[src/cos_map.svh]
`ifndef COS_MAP_SVH
`define COS_MAP_SVH
`define COS_ADDR_W 8
`define COS_OFF_ENABLE_POLARITY 8'h20
`define COS_OFF_CHANNEL_CTRL 8'h24
`define COS_OFF_STAGE_CTRL 8'h28
`define COS_OFF_STATUS 8'h2C
`define COS_BIT_CHANNEL_ON 0
`define COS_BIT_PRIMARY_POLARITY 1
`define COS_BIT_COMP_OUT_ENABLE 2
`define COS_BIT_COMP_OUT_POLARITY 3
`define COS_BIT_MAIN_OUTPUT_GATE 0
`define COS_BIT_OFFSTATE_IDLE 1
`define COS_BIT_OFFSTATE_RUN 2
`define COS_BIT_PRIMARY_IDLE 3
`define COS_BIT_COMP_IDLE 4
`define COS_LOCK_LO 5
`define COS_LOCK_HI 6
`define COS_RESET_ENABLE_POLARITY 4'h0
`define COS_RESET_DIRECTION 2'h0
`endif

[src/cos_pkg.sv]
package cos_pkg;
  typedef enum logic [1:0] {
    COS_DIR_OUTPUT = 2'b00,
    COS_DIR_INPUT_LINE1 = 2'b01,
    COS_DIR_RSVD2 = 2'b10,
    COS_DIR_RSVD3 = 2'b11
  } cos_dir_e;

  typedef enum logic [1:0] {
    COS_EDGE_RISING = 2'b00,
    COS_EDGE_FALLING = 2'b01,
    COS_EDGE_INVALID = 2'b10,
    COS_EDGE_BOTH = 2'b11
  } cos_edge_e;

  typedef struct packed {
    logic comp_out_polarity;
    logic comp_out_enable;
    logic primary_polarity;
    logic channel_on;
  } cos_enpol_s;

  typedef struct packed {
    logic [1:0] lock_level;
    logic complementary_idle_level;
    logic primary_idle_level;
    logic offstate_run_select;
    logic offstate_idle_select;
    logic main_output_gate;
  } cos_stage_s;

  typedef struct packed {
    logic primary_output_pin;
    logic primary_drive_enable;
    logic complementary_output_pin;
    logic complementary_drive_enable;
  } cos_pins_s;
endpackage

[src/cos_output_stage.sv]
// Strobed register access was left to the implementer.
`include "cos_map.svh"

// Overview of operation
// - Complementary polarity bit 3 inverts complementary output, except with both on and run select
// - Lock 2/3 in output mode blocks complementary polarity
// - Complementary enable bit 2 gates complementary pin
// - Primary polarity bit 1 inverts primary output
// - Input mode: polarity pair selects capture edge
// - Lock 2/3 in output mode blocks primary polarity
// - Disabled output undriven, value 0, enable 0, except in idle off-state, which drives both
// - Only complementary on, run select off: reference xor complementary polarity
// - Only primary on, run select off: reference xor primary polarity
// - Both on, run select: primary is deadtime reference xor primary polarity, complementary is inverted reference
// - Direction 00 output, 01 input line 1
// - Channel on drives primary or permits capture
module cos_output_stage (
  input wire logic clk_sys,
  input wire logic rst_n,
  input wire logic [`COS_ADDR_W-1:0] reg_addr,
  input wire logic [31:0] reg_wdata,
  input wire logic reg_wr,
  input wire logic reg_rd,
  output logic [31:0] reg_rdata,
  input wire logic reference_waveform,
  input wire logic reference_deadtime,
  input wire logic filtered_input_edge,
  output cos_pkg::cos_pins_s pins,
  output logic capture_pulse,
  output logic edge_config_invalid
);

  cos_pkg::cos_enpol_s enpol_r, enpol_nxt;
  cos_pkg::cos_stage_s stage_r, stage_nxt;
  cos_pkg::cos_dir_e dir_r, dir_nxt;
  logic [31:0] rdata_r, rdata_nxt;
  cos_pkg::cos_pins_s pins_r, pins_nxt;
  logic in_meta_r, in_sync_r, in_prev_r;
  logic cap_r, cap_nxt;
  logic inval_r, inval_nxt;
  logic locked;
  logic rise, fall;

  function automatic logic [31:0] status_word(input cos_pkg::cos_pins_s p,
                                              input logic s);
    status_word = {27'h0000000, s, p};
  endfunction

  assign locked = (stage_r.lock_level >= 2'h2) && (dir_r == cos_pkg::COS_DIR_OUTPUT);

  // Register file
  always_comb begin
    enpol_nxt = enpol_r;
    stage_nxt = stage_r;
    dir_nxt = dir_r;
    rdata_nxt = 32'h00000000;
    if (reg_wr) begin
      unique case (reg_addr)
        `COS_OFF_ENABLE_POLARITY: begin
          enpol_nxt.channel_on = reg_wdata[`COS_BIT_CHANNEL_ON];
          enpol_nxt.comp_out_enable = reg_wdata[`COS_BIT_COMP_OUT_ENABLE];
          if (!locked) begin
            enpol_nxt.primary_polarity = reg_wdata[`COS_BIT_PRIMARY_POLARITY];
            enpol_nxt.comp_out_polarity = reg_wdata[`COS_BIT_COMP_OUT_POLARITY];
          end
        end
        `COS_OFF_CHANNEL_CTRL: begin
          // Direction only changes while the channel is off
          if (!enpol_r.channel_on) begin
            dir_nxt = cos_pkg::cos_dir_e'(reg_wdata[1:0]);
          end
        end
        `COS_OFF_STAGE_CTRL: begin
          stage_nxt.main_output_gate = reg_wdata[`COS_BIT_MAIN_OUTPUT_GATE];
          stage_nxt.offstate_idle_select = reg_wdata[`COS_BIT_OFFSTATE_IDLE];
          stage_nxt.offstate_run_select = reg_wdata[`COS_BIT_OFFSTATE_RUN];
          stage_nxt.primary_idle_level = reg_wdata[`COS_BIT_PRIMARY_IDLE];
          stage_nxt.complementary_idle_level = reg_wdata[`COS_BIT_COMP_IDLE];
          // Lock level can only be raised, never lowered, until reset
          if (reg_wdata[`COS_LOCK_HI:`COS_LOCK_LO] > stage_r.lock_level) begin
            stage_nxt.lock_level = reg_wdata[`COS_LOCK_HI:`COS_LOCK_LO];
          end
        end
        default: begin
        end
      endcase
    end
    if (reg_rd) begin
      unique case (reg_addr)
        `COS_OFF_ENABLE_POLARITY: rdata_nxt = {28'h0000000, enpol_r};
        `COS_OFF_CHANNEL_CTRL: rdata_nxt = {30'h00000000, dir_r};
        `COS_OFF_STAGE_CTRL: rdata_nxt = {25'h0000000, stage_r};
        `COS_OFF_STATUS: rdata_nxt = status_word(pins_r, inval_r);
        default: rdata_nxt = 32'h00000000;
      endcase
    end
  end

  always_ff @(posedge clk_sys or negedge rst_n) begin
    if (!rst_n) begin
      enpol_r <= `COS_RESET_ENABLE_POLARITY;
      stage_r <= 7'h00;
      dir_r <= cos_pkg::COS_DIR_OUTPUT;
      rdata_r <= 32'h00000000;
    end else begin
      enpol_r <= enpol_nxt;
      stage_r <= stage_nxt;
      dir_r <= dir_nxt;
      rdata_r <= rdata_nxt;
    end
  end

  // Output stage
  always_comb begin
    pins_nxt = '0;
    if (dir_r != cos_pkg::COS_DIR_OUTPUT) begin
      pins_nxt = '0;
    end else if (stage_r.main_output_gate && !stage_r.offstate_run_select) begin
      // disabled outputs stay at zero with enable low
      if (enpol_r.channel_on) begin
        pins_nxt.primary_output_pin = reference_waveform ^ enpol_r.primary_polarity;
        pins_nxt.primary_drive_enable = 1'b1;
      end
      if (enpol_r.comp_out_enable) begin
        pins_nxt.complementary_output_pin =
          reference_waveform ^ enpol_r.comp_out_polarity;
        pins_nxt.complementary_drive_enable = 1'b1;
      end
    end else if (stage_r.main_output_gate && enpol_r.channel_on &&
                 enpol_r.comp_out_enable) begin
      pins_nxt.primary_output_pin = reference_deadtime ^ enpol_r.primary_polarity;
      pins_nxt.primary_drive_enable = 1'b1;
      pins_nxt.complementary_output_pin = ~reference_waveform;
      pins_nxt.complementary_drive_enable = 1'b1;
    end else if (stage_r.main_output_gate) begin
      // Run off-state: enabled outputs held at inactive level
      // Released outputs must read zero, so the level is masked by the enable
      pins_nxt.primary_output_pin = enpol_r.primary_polarity & enpol_r.channel_on;
      pins_nxt.primary_drive_enable = enpol_r.channel_on;
      pins_nxt.complementary_output_pin =
        enpol_r.comp_out_polarity & enpol_r.comp_out_enable;
      pins_nxt.complementary_drive_enable = enpol_r.comp_out_enable;
    end else if (stage_r.offstate_idle_select) begin
      pins_nxt.primary_output_pin = stage_r.primary_idle_level;
      pins_nxt.primary_drive_enable = 1'b1;
      pins_nxt.complementary_output_pin = stage_r.complementary_idle_level;
      pins_nxt.complementary_drive_enable = 1'b1;
    end
  end

  // Capture edge select
  assign rise = in_sync_r && !in_prev_r;
  assign fall = !in_sync_r && in_prev_r;

  always_comb begin
    cap_nxt = 1'b0;
    inval_nxt = 1'b0;
    if (dir_r == cos_pkg::COS_DIR_INPUT_LINE1) begin
      unique case (cos_pkg::cos_edge_e'({enpol_r.comp_out_polarity, enpol_r.primary_polarity}))
        cos_pkg::COS_EDGE_RISING: cap_nxt = rise;
        cos_pkg::COS_EDGE_FALLING: cap_nxt = fall;
        cos_pkg::COS_EDGE_BOTH: cap_nxt = rise | fall;
        cos_pkg::COS_EDGE_INVALID: inval_nxt = 1'b1;
      endcase
      cap_nxt = cap_nxt & enpol_r.channel_on;
    end
  end

  always_ff @(posedge clk_sys or negedge rst_n) begin
    if (!rst_n) begin
      pins_r <= '0;
      in_meta_r <= 1'b0;
      in_sync_r <= 1'b0;
      in_prev_r <= 1'b0;
      cap_r <= 1'b0;
      inval_r <= 1'b0;
    end else begin
      pins_r <= pins_nxt;
      in_meta_r <= filtered_input_edge;
      in_sync_r <= in_meta_r;
      in_prev_r <= in_sync_r;
      cap_r <= cap_nxt;
      inval_r <= inval_nxt;
    end
  end

  assign reg_rdata = rdata_r;
  assign pins = pins_r;
  assign capture_pulse = cap_r;
  assign edge_config_invalid = inval_r;

endmodule

[config.mk]
export PLATFORM = sky130hd
export DESIGN_NAME = cos_output_stage
export DESIGN_NICKNAME = d
export VERILOG_FILES = /design/src/cos_pkg.sv /design/src/cos_output_stage.sv
export VERILOG_INCLUDE_DIRS = /design/src
export SDC_FILE = /design/constraint.sdc
export NUM_CORES = 1
export LEC_CHECK = 0
export BUFFER_PORTS_ARGS = -buffer_cell sky130_fd_sc_hd__buf_2
export CAP_MARGIN = 25
export CORE_AREA = 2 2 64 82
export CTS_BUF_LIST = sky130_fd_sc_hd__clkbuf_16
export DETAILED_ROUTE_END_ITERATION = 10
export DIE_AREA = 0 0 66 84
export PLACE_DENSITY_LB_ADDON = 0.05
export SLEW_MARGIN = 30
export SYNTH_ARGS = -nofsm -noshare
export SYNTH_HDL_FRONTEND = slang
export SYNTH_SLANG_ARGS = --single-unit
[constraint.sdc]
create_clock -name clk_sys -period 1.4 [get_ports clk_sys]
set_clock_uncertainty 0.05 [all_clocks]
set_input_delay 0 -clock clk_sys [delete_from_list [all_inputs] [get_ports clk_sys]]
set_output_delay 0 -clock clk_sys [all_outputs]
set_load 0.05 [all_outputs]
# Yosys cells after proc, flatten, opt, wreduce, memory -nomap -nowiden
# Cells that the tools add are included.
[totals]
register_bits = 54
input_bits = 47
word_cells = 72
[op_classes]
eq_ne = 8
n_reduce_logical = 17
n_lt_le_gt_ge = 2
muxes = 14
bitwise_logic = 10
[op_table]
columns = ["operator", "n"]
rows = [
  ["== test 8 x 6 -> 1 bit (second input constant)", 4],
  ["one-hot mux 7 bit (4 select lines)", 1],
  ["2-to-1 mux 4 bit", 5],
  ["AND reduction 3 bit", 3],
  ["2-to-1 mux 7 bit", 1],
  ["logical AND 1 bit", 6],
  ["== test 2 x 1 -> 1 bit (second input constant)", 2],
  ["== test 2 bit (second input constant)", 2],
  ["logical NOT 2 bit", 2],
  ["2-to-1 mux 1 bit", 4],
  ["2-to-1 mux 2 bit", 2],
  ["AND reduction 2 bit", 2],
  ["bitwise AND 1 bit", 3],
  ["logical NOT 1 bit", 3],
  ["NOT 1 bit", 3],
  ["one-hot mux 1 bit (3 select lines)", 1],
  ["bitwise XOR 1 bit", 3],
  ["greater-or-equal comparator 2 bit (second input constant)", 1],
  ["greater-than comparator 2 bit", 1],
  ["nonzero test 2 bit", 1],
  ["OR 1 bit", 1],
]

# Depth between registers and ports, before layout
# Gate-level depths: netlist (run 1).
[depth]
word_depth = 7
depth_mapped = 6
mapped_depth_nobuf = 6

# Worst setup path before layout (run 1)
# Ideal clock, no wire load.
[synth_path]
path_type = "reg2reg"
startpoint = "register stage_r[6] (netlist bit)"
endpoint = "register stage_r[5] (netlist bit)"
arrival_ps = 1373
stages_incl_launch_ff = 6
synth_period_minus_slack_ps = 1548
path_buffers = 0
slack_ps = -148
path_cell_list = "dfrtp_1 > inv_1 > ha_1 > a21oi_1 > a211oi_2 > mux2_2"
[synth_via]
elab_chain_cells = 2
[synth_rtl]
columns = ["item", "line_no", "text"]
rows = [
  ["from (decl)", "cos_output_stage.sv:34", "cos_pkg::cos_stage_s stage_r, stage_nxt;"],
  ["from (signal assigned)", "cos_output_stage.sv:107", "stage_r <= stage_nxt;"],
  ["greater-than comparator 2 bit", "cos_output_stage.sv:80", "if (reg_wdata[`COS_LOCK_HI:`COS_LOCK_LO] > stage_r.lock_level) begin"],
  ["AND reduction 3 bit (no line)", "--", ""],
]
# No other way between the ends.
# A chain may end at the register's enable or synchronous reset.

# Worst setup path in the final report (run 1)
[layout_path]
startpoint = "register stage_r[6] (netlist bit)"
endpoint = "register stage_r[6] (netlist bit)"
# Same word-level chain as after synthesis.

==> flow_summary.rst, run 1 <==
.. list-table::
   :header-rows: 1

   * - Metric
     - Value
   * - Clock share of power
     - 43.5%
   * - Part of the total power dissipated in combinational logic
     - 17.5%
   * - IO buf count
     - 34
   * - Number of instances in the synthesized netlist
     - 141
   * - Hold Path Origin
     - reference_waveform
   * - FF+latch count, synth
     - 29
   * - Min Hold Slack
     - 29.4 ps
   * - Final worst setup slack
     - -50.1 ps
   * - Maximum level of the CTS H-tree
     - 2
   * - Reg2reg end
     - stage_r[6]$_DFFE_PN0P_
   * - Fraction of layout instances using a drive strength above 1
     - 43.6%
   * - Placeable Area
     - 4860 um2
   * - Number of top-level pins
     - 85
   * - Post-synthesis async set-or-reset flop share
     - 100%
   * - Area of the die
     - 5540 um2
   * - Critical path, cell by cell
     - inv_2 > ha_4 > a21oi_4 > a211oi_4 > mux2_4
   * - Wire length of the first global-routing pass
     - 5790 um
   * - Detailed-route DRC error count
     - 0
   * - Total number of nets in the final design
     - 252
   * - # Post-CTS Setup Buffers
     - 0
   * - GR Overflow Total
     - 0
   * - Register clock-pin slew on the reported worst setup and hold paths
     - 50 ps
   * - Cell with the most instances after synthesis
     - dfrtp_1
   * - Maximum buffer depth of the clock tree
     - 2
   * - Switching power as a share of total power
     - 28.4%
   * - Ys Warns
     - 0
   * - Total half-perimeter wirelength after legalization and detailed placement
     - 2670 um
   * - Worst Hold Class
     - in -> reg
   * - Routed via count divided by cell count
     - 4.37
   * - Inserted Clock Buffers
     - 5
   * - Worst slew slack as a fraction of its limit
     - 56.5%
   * - Cell types with the largest area share after synthesis
     - dfrtp_1 (45%), buf_4 (12%), mux2_2 (10%)
   * - Standby leakage power
     - 1.08 nW
   * - Die span in y
     - 84 um
   * - Number of global-route vias before repair
     - 1,154
   * - Beginning of the critical path
     - stage_r[6]$_DFFE_PN0P_
   * - Worst stage delay on the critical path
     - 360 ps
   * - Count of maximum capacitance violations
     - 0
   * - Path depth of the worst reg2reg path
     - 5
   * - Net Switching
     - 0.000649 W
   * - Power per cell area
     - 1060 nW/um2
   * - Utilization after layout
     - 44.5%
   * - Outcome
     - finished, violations left
   * - Clk sink count
     - 29
   * - Destination of the critical timing path
     - stage_r[6]$_DFFE_PN0P_
   * - Final Setup Violations
     - 4
   * - Pre-CTS setup slack
     - -169 ps
   * - Global-route usage over all layers
     - 13.7%
   * - Final hold viol count
     - 0
   * - Routed via count
     - 1,153
   * - Area share of the largest cell type after synthesis
     - 44.9%
   * - Final min period
     - 1450 ps
   * - Maximum frequency from static timing analysis
     - 0.690 GHz
   * - Antenna violations before repair
     - 0
   * - Violation count after the first detailed-route iteration
     - 28
   * - Worst Setup Start Kind
     - flop
   * - Post-synthesis cell area
     - 1620 um2
   * - Number of flops mapped to enable cells by yosys
     - 0
   * - R2r setup slk
     - -50 ps
   * - Final Slew Violations
     - 0
   * - Violated checks
     - setup timing
   * - Setup crit end kind
     - flop
   * - Diodes inserted
     - 0
   * - Post-detailed-route wirelength per cell
     - 13.5 um
   * - Synth area leader
     - dfrtp_1
   * - Largest net degree at the start of global routing
     - 30
   * - Most used flip-flop cell after synthesis
     - dfrtp_1
   * - Crit-path max FO
     - 2
   * - Startpoint of the most critical register-to-register path
     - stage_r[6]$_DFFE_PN0P_
   * - Worst vdd ir
     - 494 uV
   * - Clock network latency to the later pin of the worst-skew pair
     - 270 ps
   * - Part of the total power dissipated in sequential elements
     - 39.0%
   * - Data arrival at the endpoint of the critical path
     - 1550 ps
   * - Total wire length
     - 3580 um
   * - Post-synthesis sequential area ratio
     - 44.9%
   * - Area Growth Syn to Fin
     - 33.7%
   * - CP required
     - 1500 ps
   * - Final weighted congestion in routability-driven placement
     - 0.765
   * - Slowest stage cell on the critical path
     - dfrtp_1
   * - Setup repair after global routing missed its margin
     - yes
   * - Internal Power
     - 0.00164 W
   * - TritonCTS clock tree
     - done
   * - Category of the critical setup timing path
     - reg -> reg
   * - Number of fill cells in the layout
     - 501
   * - ANT nets after route
     - 0
   * - Most numerous cell types in the synthesized netlist
     - dfrtp_1 (29), buf_4 (26), mux2_2 (15)
   * - 1st-pass router iterations
     - 2
   * - Slew at the pin closest to its max-slew limit
     - 653 ps
   * - Horiz. Die Dim
     - 66 um
   * - Initial core utilization
     - 33.3%
   * - Count of different cell masters after synthesis
     - 37
   * - Syn_area_per_cell
     - 11.5 um2
   * - Root buffer selected by CTS
     - clkbuf_16
   * - Final cycle utilization of the critical path
     - 104%
   * - Number of standard-cell rows in the floorplan
     - 29
==> sequential cells by signal, summed over array words and instances (netlist names) <==
signal               cells
enpol_r                  4
reg_rdata                7
pins                     4
in_sync_r                1
in_prev_r                1
edge_config_invalid      1
in_meta_r                1
capture_pulse            1
dir_r                    2
stage_r                  7
==> through the flow <==
stage,TNS (ps),cell area (um2),power (W),cells
floorplan,-168,1730,0.00121,165
global placement,-749,1880,0.00127,246
detailed placement,-940,1880,0.00127,246
CTS,-179,2150,0.00230,264
global route,-364,2160,0.00239,264
finish,-126,2160,0.00229,264
==> worst min-delay path by stage <==
stage / cells after the start / to
floorplan: 0 / capture_pulse$_DFF_PN0_
global placement: 1 / stage_r[5]$_DFFE_PN0P_
detailed placement: 1 / stage_r[5]$_DFFE_PN0P_
CTS: 3 / pins[1]$_DFF_PN0_
global route: 3 / pins[1]$_DFF_PN0_
finish: 3 / pins[1]$_DFF_PN0_
==> layout by cell type, fill, tap and decap left out, drive strengths merged, types with 2 or more instances in the layout <==
cell,count
nor2,7
mux2,15
nand2,5
nand3,3
clkbuf,5
mux2i,2
nand2b,2
and3,3
o22ai,2
xnor2,2
buf,48
ha,4
and4,2
dlygate4sd3,10
conb,25
clkinv,2
mux4,2
nand4,2
nor4b,2
o21ai,3
a22oi,2
a21oi,6
inv,8
dfrtp,29
==> layout make-up <==
cell class                 instances  area [um2]  area share (%)
multi-input combinational        100         815            37.7
sequential                        29         731            33.8
timing repair buffer              58         375            17.4
clock buffer                       5         125            5.78
tap                               62        77.6            3.59
inverter                           7        26.3            1.21
clock inverter                     3        13.8           0.636
==> worst max-delay path: cells and delay by family, from the launching register on <==
family                     cells  cell delay [ps]
buffers and inverters          1               50
muxes                          1              320
DFF                            1              360
adders and majority gates      1              280
AOI/OAI and AO/OA              2              270
==> cells by family (layout without fill, tap and decap cells) <==
| logic type | count (synthesis) | count (layout) | share of synthesized area (%) |
|---|---|---|---|
| AOI/OAI and AO/OA | 16 | 16 | 7.58 |
| xor gates and xnor gates | 2 | 2 | 1.08 |
| adders and majority gates | 4 | 4 | 3.09 |
| buffers and inverters | 36 | 73 | 14.5 |
| DFF | 29 | 29 | 44.9 |
| muxes | 19 | 19 | 14.5 |
| other | 1 | 25 | 0.232 |
| and+or+nand+nor | 34 | 34 | 14.2 |
==> routing by layer <==
metal  track usage, %  vias up  part of all wire (%)
met5                0        -                     0
met4             4.45        0                  0.92
met3             3.78        4                   5.5
met2             22.8       35                    53
met1             17.1      554                    41
li1                 -      560                     -
==> power by group through the flow <==
stage / logic, W / clock network [W] / registers (W)
after floorplan: 0.000299 / 0 / 0.000914
after global placement: 0.000363 / 0 / 0.000903
after detailed placement: 0.000366 / 0 / 0.000903
after CTS: 0.000398 / 0.00102 / 0.000890
after global routing: 0.000428 / 0.00107 / 0.000894
final: 0.000400 / 0.000994 / 0.000891
==> what timing repair did <==
action,4_1_cts,5_1_grt
hold endpoints to repair,48,0
hold buffers,10,0
cloned,0,0
endpoints found under the setup margin,6,7
pin swaps,1,0
gates resized for setup,5,5
(Power assumes the default switching activity.)
==> inputs of run 2 (changes only) <==
--- a/config.mk
+++ b/config.mk
@@ -13,6 +13,7 @@
 export DETAILED_ROUTE_END_ITERATION = 10
 export DIE_AREA = 0 0 66 84
 export PLACE_DENSITY_LB_ADDON = 0.05
+export RECOVER_POWER = 50
 export SLEW_MARGIN = 30
 export SYNTH_ARGS = -nofsm -noshare
 export SYNTH_HDL_FRONTEND = slang
==> constraint.sdc (replaced) <==
create_clock -name clk_sys -period 1.4 [get_ports clk_sys]
set_clock_uncertainty 0.05 [all_clocks]
set_input_delay 0.07 -clock clk_sys [delete_from_list [all_inputs] [get_ports clk_sys]]
set_output_delay 0.07 -clock clk_sys [all_outputs]
set_load 0.05 [all_outputs]
==> run 2 against run 1 <==
Cell area decreased by 4.0%. Die area unchanged. Setup slack got worse by 40 ps. Total power decreased by 1.5%. Largest cell class unchanged. Routed wire length decreased by 2.1%. Largest power group unchanged. Register-to-register slack got worse by 40 ps. Critical path depth unchanged. Cell count decreased by 2.3%. Clock-buffer cell count unchanged. Flip-flop and latch count unchanged. Highest routed layer unchanged. Worst hold slack got worse by 25 ps. Via count decreased by 1.1%. The run still ends with setup timing left.
==> flow_summary.rst, run 2 (synthesis gave the netlist of run 1 again) <==
.. list-table::
   :header-rows: 1

   * - Metric
     - Value
   * - ANT nets after route
     - 0 (unchanged)
   * - Largest net degree at the start of global routing
     - 30 (unchanged)
   * - TritonCTS clock tree
     - done
   * - Worst slew slack as a fraction of its limit
     - 52.2% (-4.2 points)
   * - Worst vdd ir
     - 496 uV (+0.25%)
   * - Wire length of the first global-routing pass
     - 5740 um (-0.85%)
   * - Setup crit end kind
     - flop
   * - Final Slew Violations
     - 0 (unchanged)
   * - Total instance count after detailed placement
     - 247 (+0.41%)
   * - Final worst setup slack
     - -90.4 ps (-40.3 ps)
   * - Final min period
     - 1490 ps (+40.3 ps)
   * - Total half-perimeter wirelength after legalization and detailed placement
     - 2740 um (+2.6%)
   * - Clk sink count
     - 29 (unchanged)
   * - Final weighted congestion in routability-driven placement
     - 0.818 (+7.0%)
   * - Placed Area
     - 1880 um2 (+0.40%)
   * - Final cycle utilization of the critical path
     - 106% (+2.9 points)
   * - Post-detailed-route wirelength per cell
     - 13.6 um (+0.18%)
   * - Final Setup Violations
     - 4 (unchanged)
   * - Die span in y
     - 84 um (unchanged)
   * - Number of fill cells in the layout
     - 500 (-0.20%)
   * - Antenna violations before repair
     - 0 (unchanged)
   * - Horiz. Die Dim
     - 66 um (unchanged)
   * - Worst Setup Start Kind
     - flop
   * - Category of the critical setup timing path
     - reg -> reg
   * - Worst Hold Class
     - in -> reg
   * - GR Overflow Total
     - 0 (unchanged)
   * - Final non-filler cell area
     - 2080 um2 (-4.0%)
   * - Data arrival at the endpoint of the critical path
     - 1590 ps (+40 ps)
   * - Initial core utilization
     - 33.3% (unchanged)
   * - Total wire length
     - 3500 um (-2.1%)
   * - # Post-CTS Setup Buffers
     - 0 (unchanged)
   * - Maximum buffer depth of the clock tree
     - 2 (unchanged)
   * - Seq. cell area
     - 728 um2 (-0.34%)
   * - Root buffer selected by CTS
     - clkbuf_16
   * - Bufs and invs on worst path
     - 1 (unchanged)
   * - Area Growth Syn to Fin
     - 28.4%
   * - Area of the die
     - 5540 um2 (unchanged)
   * - Number of top-level pins
     - 85 (unchanged)
   * - Worst stage delay on the critical path
     - 370 ps (about the same)
   * - Count of maximum capacitance violations
     - 0 (unchanged)
   * - Combined area of the multi-input logic cells
     - 806 um2 (-1.1%)
   * - Fin cells
     - 258 (-2.3%)
   * - IO buf count
     - 34 (unchanged)
   * - Detailed-route DRC error count
     - 0 (unchanged)
   * - Clock network latency to the later pin of the worst-skew pair
     - 260 ps (about the same)
   * - CP delay by family, top
     - flip-flops
   * - Power per cell area
     - 1080 nW/um2 (+2.6%)
   * - Total number of nets in the final design
     - 246 (-2.4%)
   * - Standby leakage power
     - 1.02 nW (-5.3%)
   * - Critical path, cell by cell
     - inv_2 > ha_4 > a21oi_4 > a211oi_4 > mux2_4
   * - Inserted Clock Buffers
     - 5 (unchanged)
   * - Number of standard-cell rows in the floorplan
     - 29 (unchanged)
   * - Fraction of layout instances using a drive strength above 1
     - 40.3% (-3.3 points)
   * - Violation count after the first detailed-route iteration
     - 27 (-3.6%)
   * - Register clock-pin slew on the reported worst setup and hold paths
     - 50 ps (about the same)
   * - Maximum frequency from static timing analysis
     - 0.671 GHz (-2.7%)
   * - Routed via count divided by cell count
     - 4.42 (+1.2%)
   * - Placeable Area
     - 4860 um2 (unchanged)
   * - Number of global-route vias before repair
     - 1,148 (-0.52%)
   * - Setup TNS
     - -215 ps (-88.3 ps)
   * - Outcome
     - finished, violations left
   * - Global-route usage over all layers
     - 13.9% (+0.14 points)
   * - Commonest cells after routing, fill and taps aside
     - dfrtp_1 (27), buf_2 (27), conb_1 (25)
   * - Pre-CTS setup slack
     - -152 ps (+17.3 ps)
   * - Routed via count
     - 1,140 (-1.1%)
   * - Diodes inserted
     - 0 (unchanged)
   * - 1st-pass router iterations
     - 6 (+4)
   * - Maximum level of the CTS H-tree
     - 2 (unchanged)
   * - Utilization after layout
     - 42.7% (-1.8 points)
   * - Slew at the pin closest to its max-slew limit
     - 716 ps (+63.3 ps)
   * - Slowest stage cell on the critical path
     - dfrtp_1
   * - Final hold viol count
     - 0 (unchanged)
   * - Setup repair after global routing missed its margin
     - yes
   * - CP required
     - 1500 ps (about the same)
   * - Violated checks
     - setup timing
   * - Crit-path max FO
     - 2 (unchanged)
## run 2: changes by cell type in the layout (fill, tap and decap cells not counted), sizes merged
cell / delta
clkbuf: +8
dlygate4sd3: -7
inv: -1
buf: -7
clkinv: +1
## run 2: final cells by class
cell class              instances  share of cell area, %
clock buffers                   5                   6.02
clock inverters                 3                  0.602
inverters                       7                   1.27
multi-input cells             100                   38.8
flip-flops and latches         29                   35.1
well taps                      62                   3.73
repair buffers                 52                   14.5
## run 2: power by group
group          total, W  internal (W)  switching (W)
clock network  0.000975      0.000639       0.000336
registers      0.000891      0.000867      0.0000243
logic          0.000384      0.000114       0.000270
## run 2: path summary, 6_finish.rpt
path                                        startpoint                      to  slack [ps]  cells past startpoint
worst min-delay path                      reg_wdata[2]  enpol_r[2]$_DFFE_PN0P_           4                      2
worst max register to register  stage_r[6]$_DFFE_PN0P_  stage_r[6]$_DFFE_PN0P_         -90                      5
worst max-delay path            stage_r[6]$_DFFE_PN0P_  stage_r[6]$_DFFE_PN0P_         -90                      5
worst min register to register     in_meta_r$_DFF_PN0_     in_sync_r$_DFF_PN0_         300                      0
max in group asynchronous                        rst_n  enpol_r[0]$_DFFE_PN0P_         460                      2
min in group asynchronous                        rst_n  stage_r[6]$_DFFE_PN0P_         340                      2
## run 2: layer usage
| layer | track usage (%) | vias to the layer above | routed length, um |
|---|---|---|---|
| met5 | 0 | - | 0 |
| met4 | 6.12 | 0 | 44 |
| met3 | 2.97 | 4 | 194 |
| met2 | 23.0 | 38 | 1860 |
| met1 | 17.1 | 549 | 1400 |
| li1 | - | 549 | - |
## run 2: stage by stage
step / hold slack (ps) / power [W]
final: 4.22 / 0.00225
after detailed placement: 93.4 / 0.00127
after global routing: 5.36 / 0.00235
after CTS: 1.33 / 0.00229
after global placement: 92.2 / 0.00127
after floorplan: -276 / 0.00121
## run 2: timing repair
| action | CTS | global route |
|---|---|---|
| resized for setup | 2 | 6 |
| endpoints found under the setup margin | 4 | 8 |
| hold buffers | 3 | 0 |
| pin swaps | 1 | 0 |
| hold endpoints to repair | 31 | 0 |
==> inputs of run 3 (changes only) <==
--- a/config.mk
+++ b/config.mk
@@ -8,13 +8,15 @@
 export LEC_CHECK = 0
 export BUFFER_PORTS_ARGS = -buffer_cell sky130_fd_sc_hd__buf_2
 export CAP_MARGIN = 25
-export CORE_AREA = 2 2 64 82
+export CELL_PAD_IN_SITES_DETAIL_PLACEMENT = 2
+export CELL_PAD_IN_SITES_GLOBAL_PLACEMENT = 2
+export CORE_AREA = 2 2 77 97
 export CTS_BUF_LIST = sky130_fd_sc_hd__clkbuf_16
 export DETAILED_ROUTE_END_ITERATION = 10
-export DIE_AREA = 0 0 66 84
+export DIE_AREA = 0 0 79 99
 export PLACE_DENSITY_LB_ADDON = 0.05
 export RECOVER_POWER = 50
-export SLEW_MARGIN = 30
+export SLEW_MARGIN = 20
 export SYNTH_ARGS = -nofsm -noshare
 export SYNTH_HDL_FRONTEND = slang
 export SYNTH_SLANG_ARGS = --single-unit
==> run 3 against run 2 <==
The run still ends with setup timing left. Global-route usage down 1.5 points. Worst hold slack better by 17 ps. Die area up 41%. Clock power up 4%. Critical path depth down 2. Cell count up 14%. Combinational power up 6.0%. Routed wire length up 28%. Via count up 7.5%. Flip-flop and latch count unchanged.
==> flow_summary.rst, run 3 (synthesis gave the netlist of run 1 again) <==
.. list-table::
   :header-rows: 1

   * - Metric
     - Value
   * - Most common cell after layout, fill and taps aside
     - buf_2
   * - Total half-perimeter wirelength after legalization and detailed placement
     - 3480 um (+27%)
   * - Setup repair after global routing missed its margin
     - yes
   * - Worst-case hold path end point
     - dir_r[0]$_DFFE_PN0P_
   * - CP required
     - 1510 ps (about the same)
   * - Clock share of power
     - 43.8% (+0.5 points)
   * - Min Hold Slack
     - 21.0 ps (+16.8 ps)
   * - Horiz. Die Dim
     - 79 um (+20%)
   * - Crit-path max FO
     - 2 (unchanged)
   * - Wire length of the first global-routing pass
     - 7220 um (+26%)
   * - Final non-filler cell area
     - 2180 um2 (+4.9%)
   * - Maximum buffer depth of the clock tree
     - 2 (unchanged)
   * - Reg2reg end
     - stage_r[5]$_DFFE_PN0P_
   * - TritonCTS clock tree
     - done
   * - Worst Setup Start Kind
     - flop
   * - GR Overflow Total
     - 0 (unchanged)
   * - Clk sink count
     - 29 (unchanged)
   * - Worst slew slack as a fraction of its limit
     - 50.1% (-2.1 points)
   * - Placed Area
     - 1960 um2 (+4.1%)
   * - Root buffer selected by CTS
     - clkbuf_16
   * - Routed via count divided by cell count
     - 4.17 (-5.7%)
   * - Inserted Clock Buffers
     - 5 (unchanged)
   * - Standby leakage power
     - 1.09 nW (+6.6%)
   * - Slew at the pin closest to its max-slew limit
     - 748 ps (+31.9 ps)
   * - Detailed-route DRC error count
     - 0 (unchanged)
   * - Total instance count after detailed placement
     - 279 (+13%)
   * - Switching power as a share of total power
     - 29.4% (+1.3 points)
   * - Detailed-routed wire length on met3
     - 255 um (+31%)
   * - Maximum frequency from static timing analysis
     - 0.681 GHz (+1.5%)
   * - Final cycle utilization of the critical path
     - 105% (-1.6 points)
   * - Outcome
     - finished, violations left
   * - Power per cell area
     - 1060 nW/um2 (-2.1%)
   * - Internal Power
     - 0.00163 W (+0.81%)
   * - Antenna violations before repair
     - 0 (unchanged)
   * - Overall power of the completed layout
     - 0.00231 W (+2.7%)
   * - Violation count after the first detailed-route iteration
     - 26 (-3.7%)
   * - Hold Path Stages
     - 2 (unchanged)
   * - 1st-pass router iterations
     - 3 (-3)
   * - Part of the total power dissipated in combinational logic
     - 17.6% (+0.5 points)
   * - Total wire length
     - 4490 um (+28%)
   * - Count of maximum capacitance violations
     - 0 (unchanged)
   * - Net Switching
     - 0.000679 W (+7.6%)
   * - Total number of nets in the final design
     - 254 (+3.3%)
   * - Detailed-routed wire length on met2
     - 2430 um (+31%)
   * - Startpoint of the most critical register-to-register path
     - stage_r[5]$_DFFE_PN0P_
   * - Final min period
     - 1470 ps (-22.7 ps)
   * - IO buf count
     - 34 (unchanged)
   * - Final Slew Violations
     - 0 (unchanged)
   * - Commonest cells after routing, fill and taps aside
     - buf_2 (34), dfrtp_1 (27), conb_1 (25)
   * - Area Growth Syn to Fin
     - 34.7%
   * - Largest net degree at the start of global routing
     - 30 (unchanged)
   * - Fraction of layout instances using a drive strength above 1
     - 44.1% (+3.8 points)
   * - R2r setup slk
     - -70 ps (+20 ps)
   * - Fin cells
     - 294 (+14%)
   * - Setup crit end kind
     - flop
   * - Hold Path Origin
     - reg_wdata[0]
   * - Initial core utilization
     - 23.5% (-9.8 points)
   * - Path depth of the worst reg2reg path
     - 3 (-2)
   * - Data arrival at the endpoint of the critical path
     - 1580 ps (about the same)
   * - Routed via count
     - 1,225 (+7.5%)
   * - Maximum level of the CTS H-tree
     - 2 (unchanged)
   * - Number of global-route vias before repair
     - 1,350 (+18%)
   * - Final Setup Violations
     - 4 (unchanged)
   * - Number of top-level pins
     - 85 (unchanged)
   * - Final weighted congestion in routability-driven placement
     - 0.761 (-7.0%)
   * - Global-route usage over all layers
     - 12.4% (-1.5 points)
   * - Routed metal-1 wire length
     - 1720 um (+23%)
   * - ANT nets after route
     - 0 (unchanged)
   * - Category of the critical setup timing path
     - reg -> reg
   * - Diodes inserted
     - 0 (unchanged)
   * - Number of standard-cell rows in the floorplan
     - 34 (+17%)
   * - Clock network latency to the later pin of the worst-skew pair
     - 280 ps (+20 ps)
   * - Placeable Area
     - 6890 um2 (+42%)
   * - Part of the total power dissipated in sequential elements
     - 38.6% (-1.0 points)
   * - Highest metal layer with signal wires
     - met4
   * - Worst vdd ir
     - 410 uV (-17%)
   * - Register clock-pin slew on the reported worst setup and hold paths
     - 50 ps (about the same)
   * - Final worst setup slack
     - -67.7 ps (+22.7 ps)
   * - Pre-CTS setup slack
     - -196 ps (-44.2 ps)
   * - Post-detailed-route wirelength per cell
     - 15.3 um (+13%)
   * - Die span in y
     - 99 um (+18%)
   * - Area of the die
     - 7820 um2 (+41%)
   * - Final hold viol count
     - 0 (unchanged)
   * - Violated checks
     - setup timing
   * - Worst Hold Class
     - in -> reg
run 3: what timing repair did:
action	in CTS	in global routing
setup endpoints to repair	7	10
hold endpoints to repair	35	0
hold buffers	6	0
pin swaps	2	0
resized for setup	5	2
setup buffers	0	1
run 3: layout make-up:
cell class | instances | area [um2]
Clock buffer | 5 | 125
Clock inverter | 3 | 12.5
Fill cell | 778 | 4710
Inverter | 7 | 26.3
Multi-Input combinational cell | 100 | 797
Sequential cell | 29 | 728
Tap cell | 90 | 113
Timing Repair Buffer | 60 | 378
run 3: power by group through the flow:
stage	Combinational, W	Sequential, W	Clock (W)
3_3_place_gp	0.000386	0.000904	0
4_1_cts	0.000412	0.000892	0.00104
3_5_place_dp	0.000390	0.000905	0
2_1_floorplan	0.000299	0.000914	0
5_1_grt	0.000437	0.000895	0.00109
6_report	0.000407	0.000892	0.00101
run 3: worst max-delay path by stage:
stage	startpoint	cells past startpoint	endpoint	slack (ps)
2_1_floorplan	stage_r[6]$_DFFE_PN0P_	5	stage_r[5]$_DFFE_PN0P_	-80
3_3_place_gp	reg_addr[7]	6	enpol_r[2]$_DFFE_PN0P_	-170
3_5_place_dp	reg_addr[7]	5	dir_r[0]$_DFFE_PN0P_	-200
4_1_cts	stage_r[6]$_DFFE_PN0P_	5	stage_r[5]$_DFFE_PN0P_	-70
5_1_grt	stage_r[6]$_DFFE_PN0P_	5	stage_r[6]$_DFFE_PN0P_	-120
6_report	stage_r[5]$_DFFE_PN0P_	3	stage_r[5]$_DFFE_PN0P_	-70
run 3: layer usage:
metal	vias up	GRT usage, %
met1	605	13.4
met5	-	0
met4	0	5.44
met3	7	3.39
met2	42	22.2
li1	571	-
run 3: per-stage QoR:
step                      TNS, ps  util (%)
after floorplan              -168         -
after global placement      -1010      28.4
after detailed placement    -1340      28.4
after CTS                    -192      31.7
after global routing         -399      31.6
final                        -138      31.6
run 3: critical path, stage by stage (launching register included):
cell and delay (ps):
dfrtp_1 380, ha_1 320, a211oi_4 270, mux2_4 320
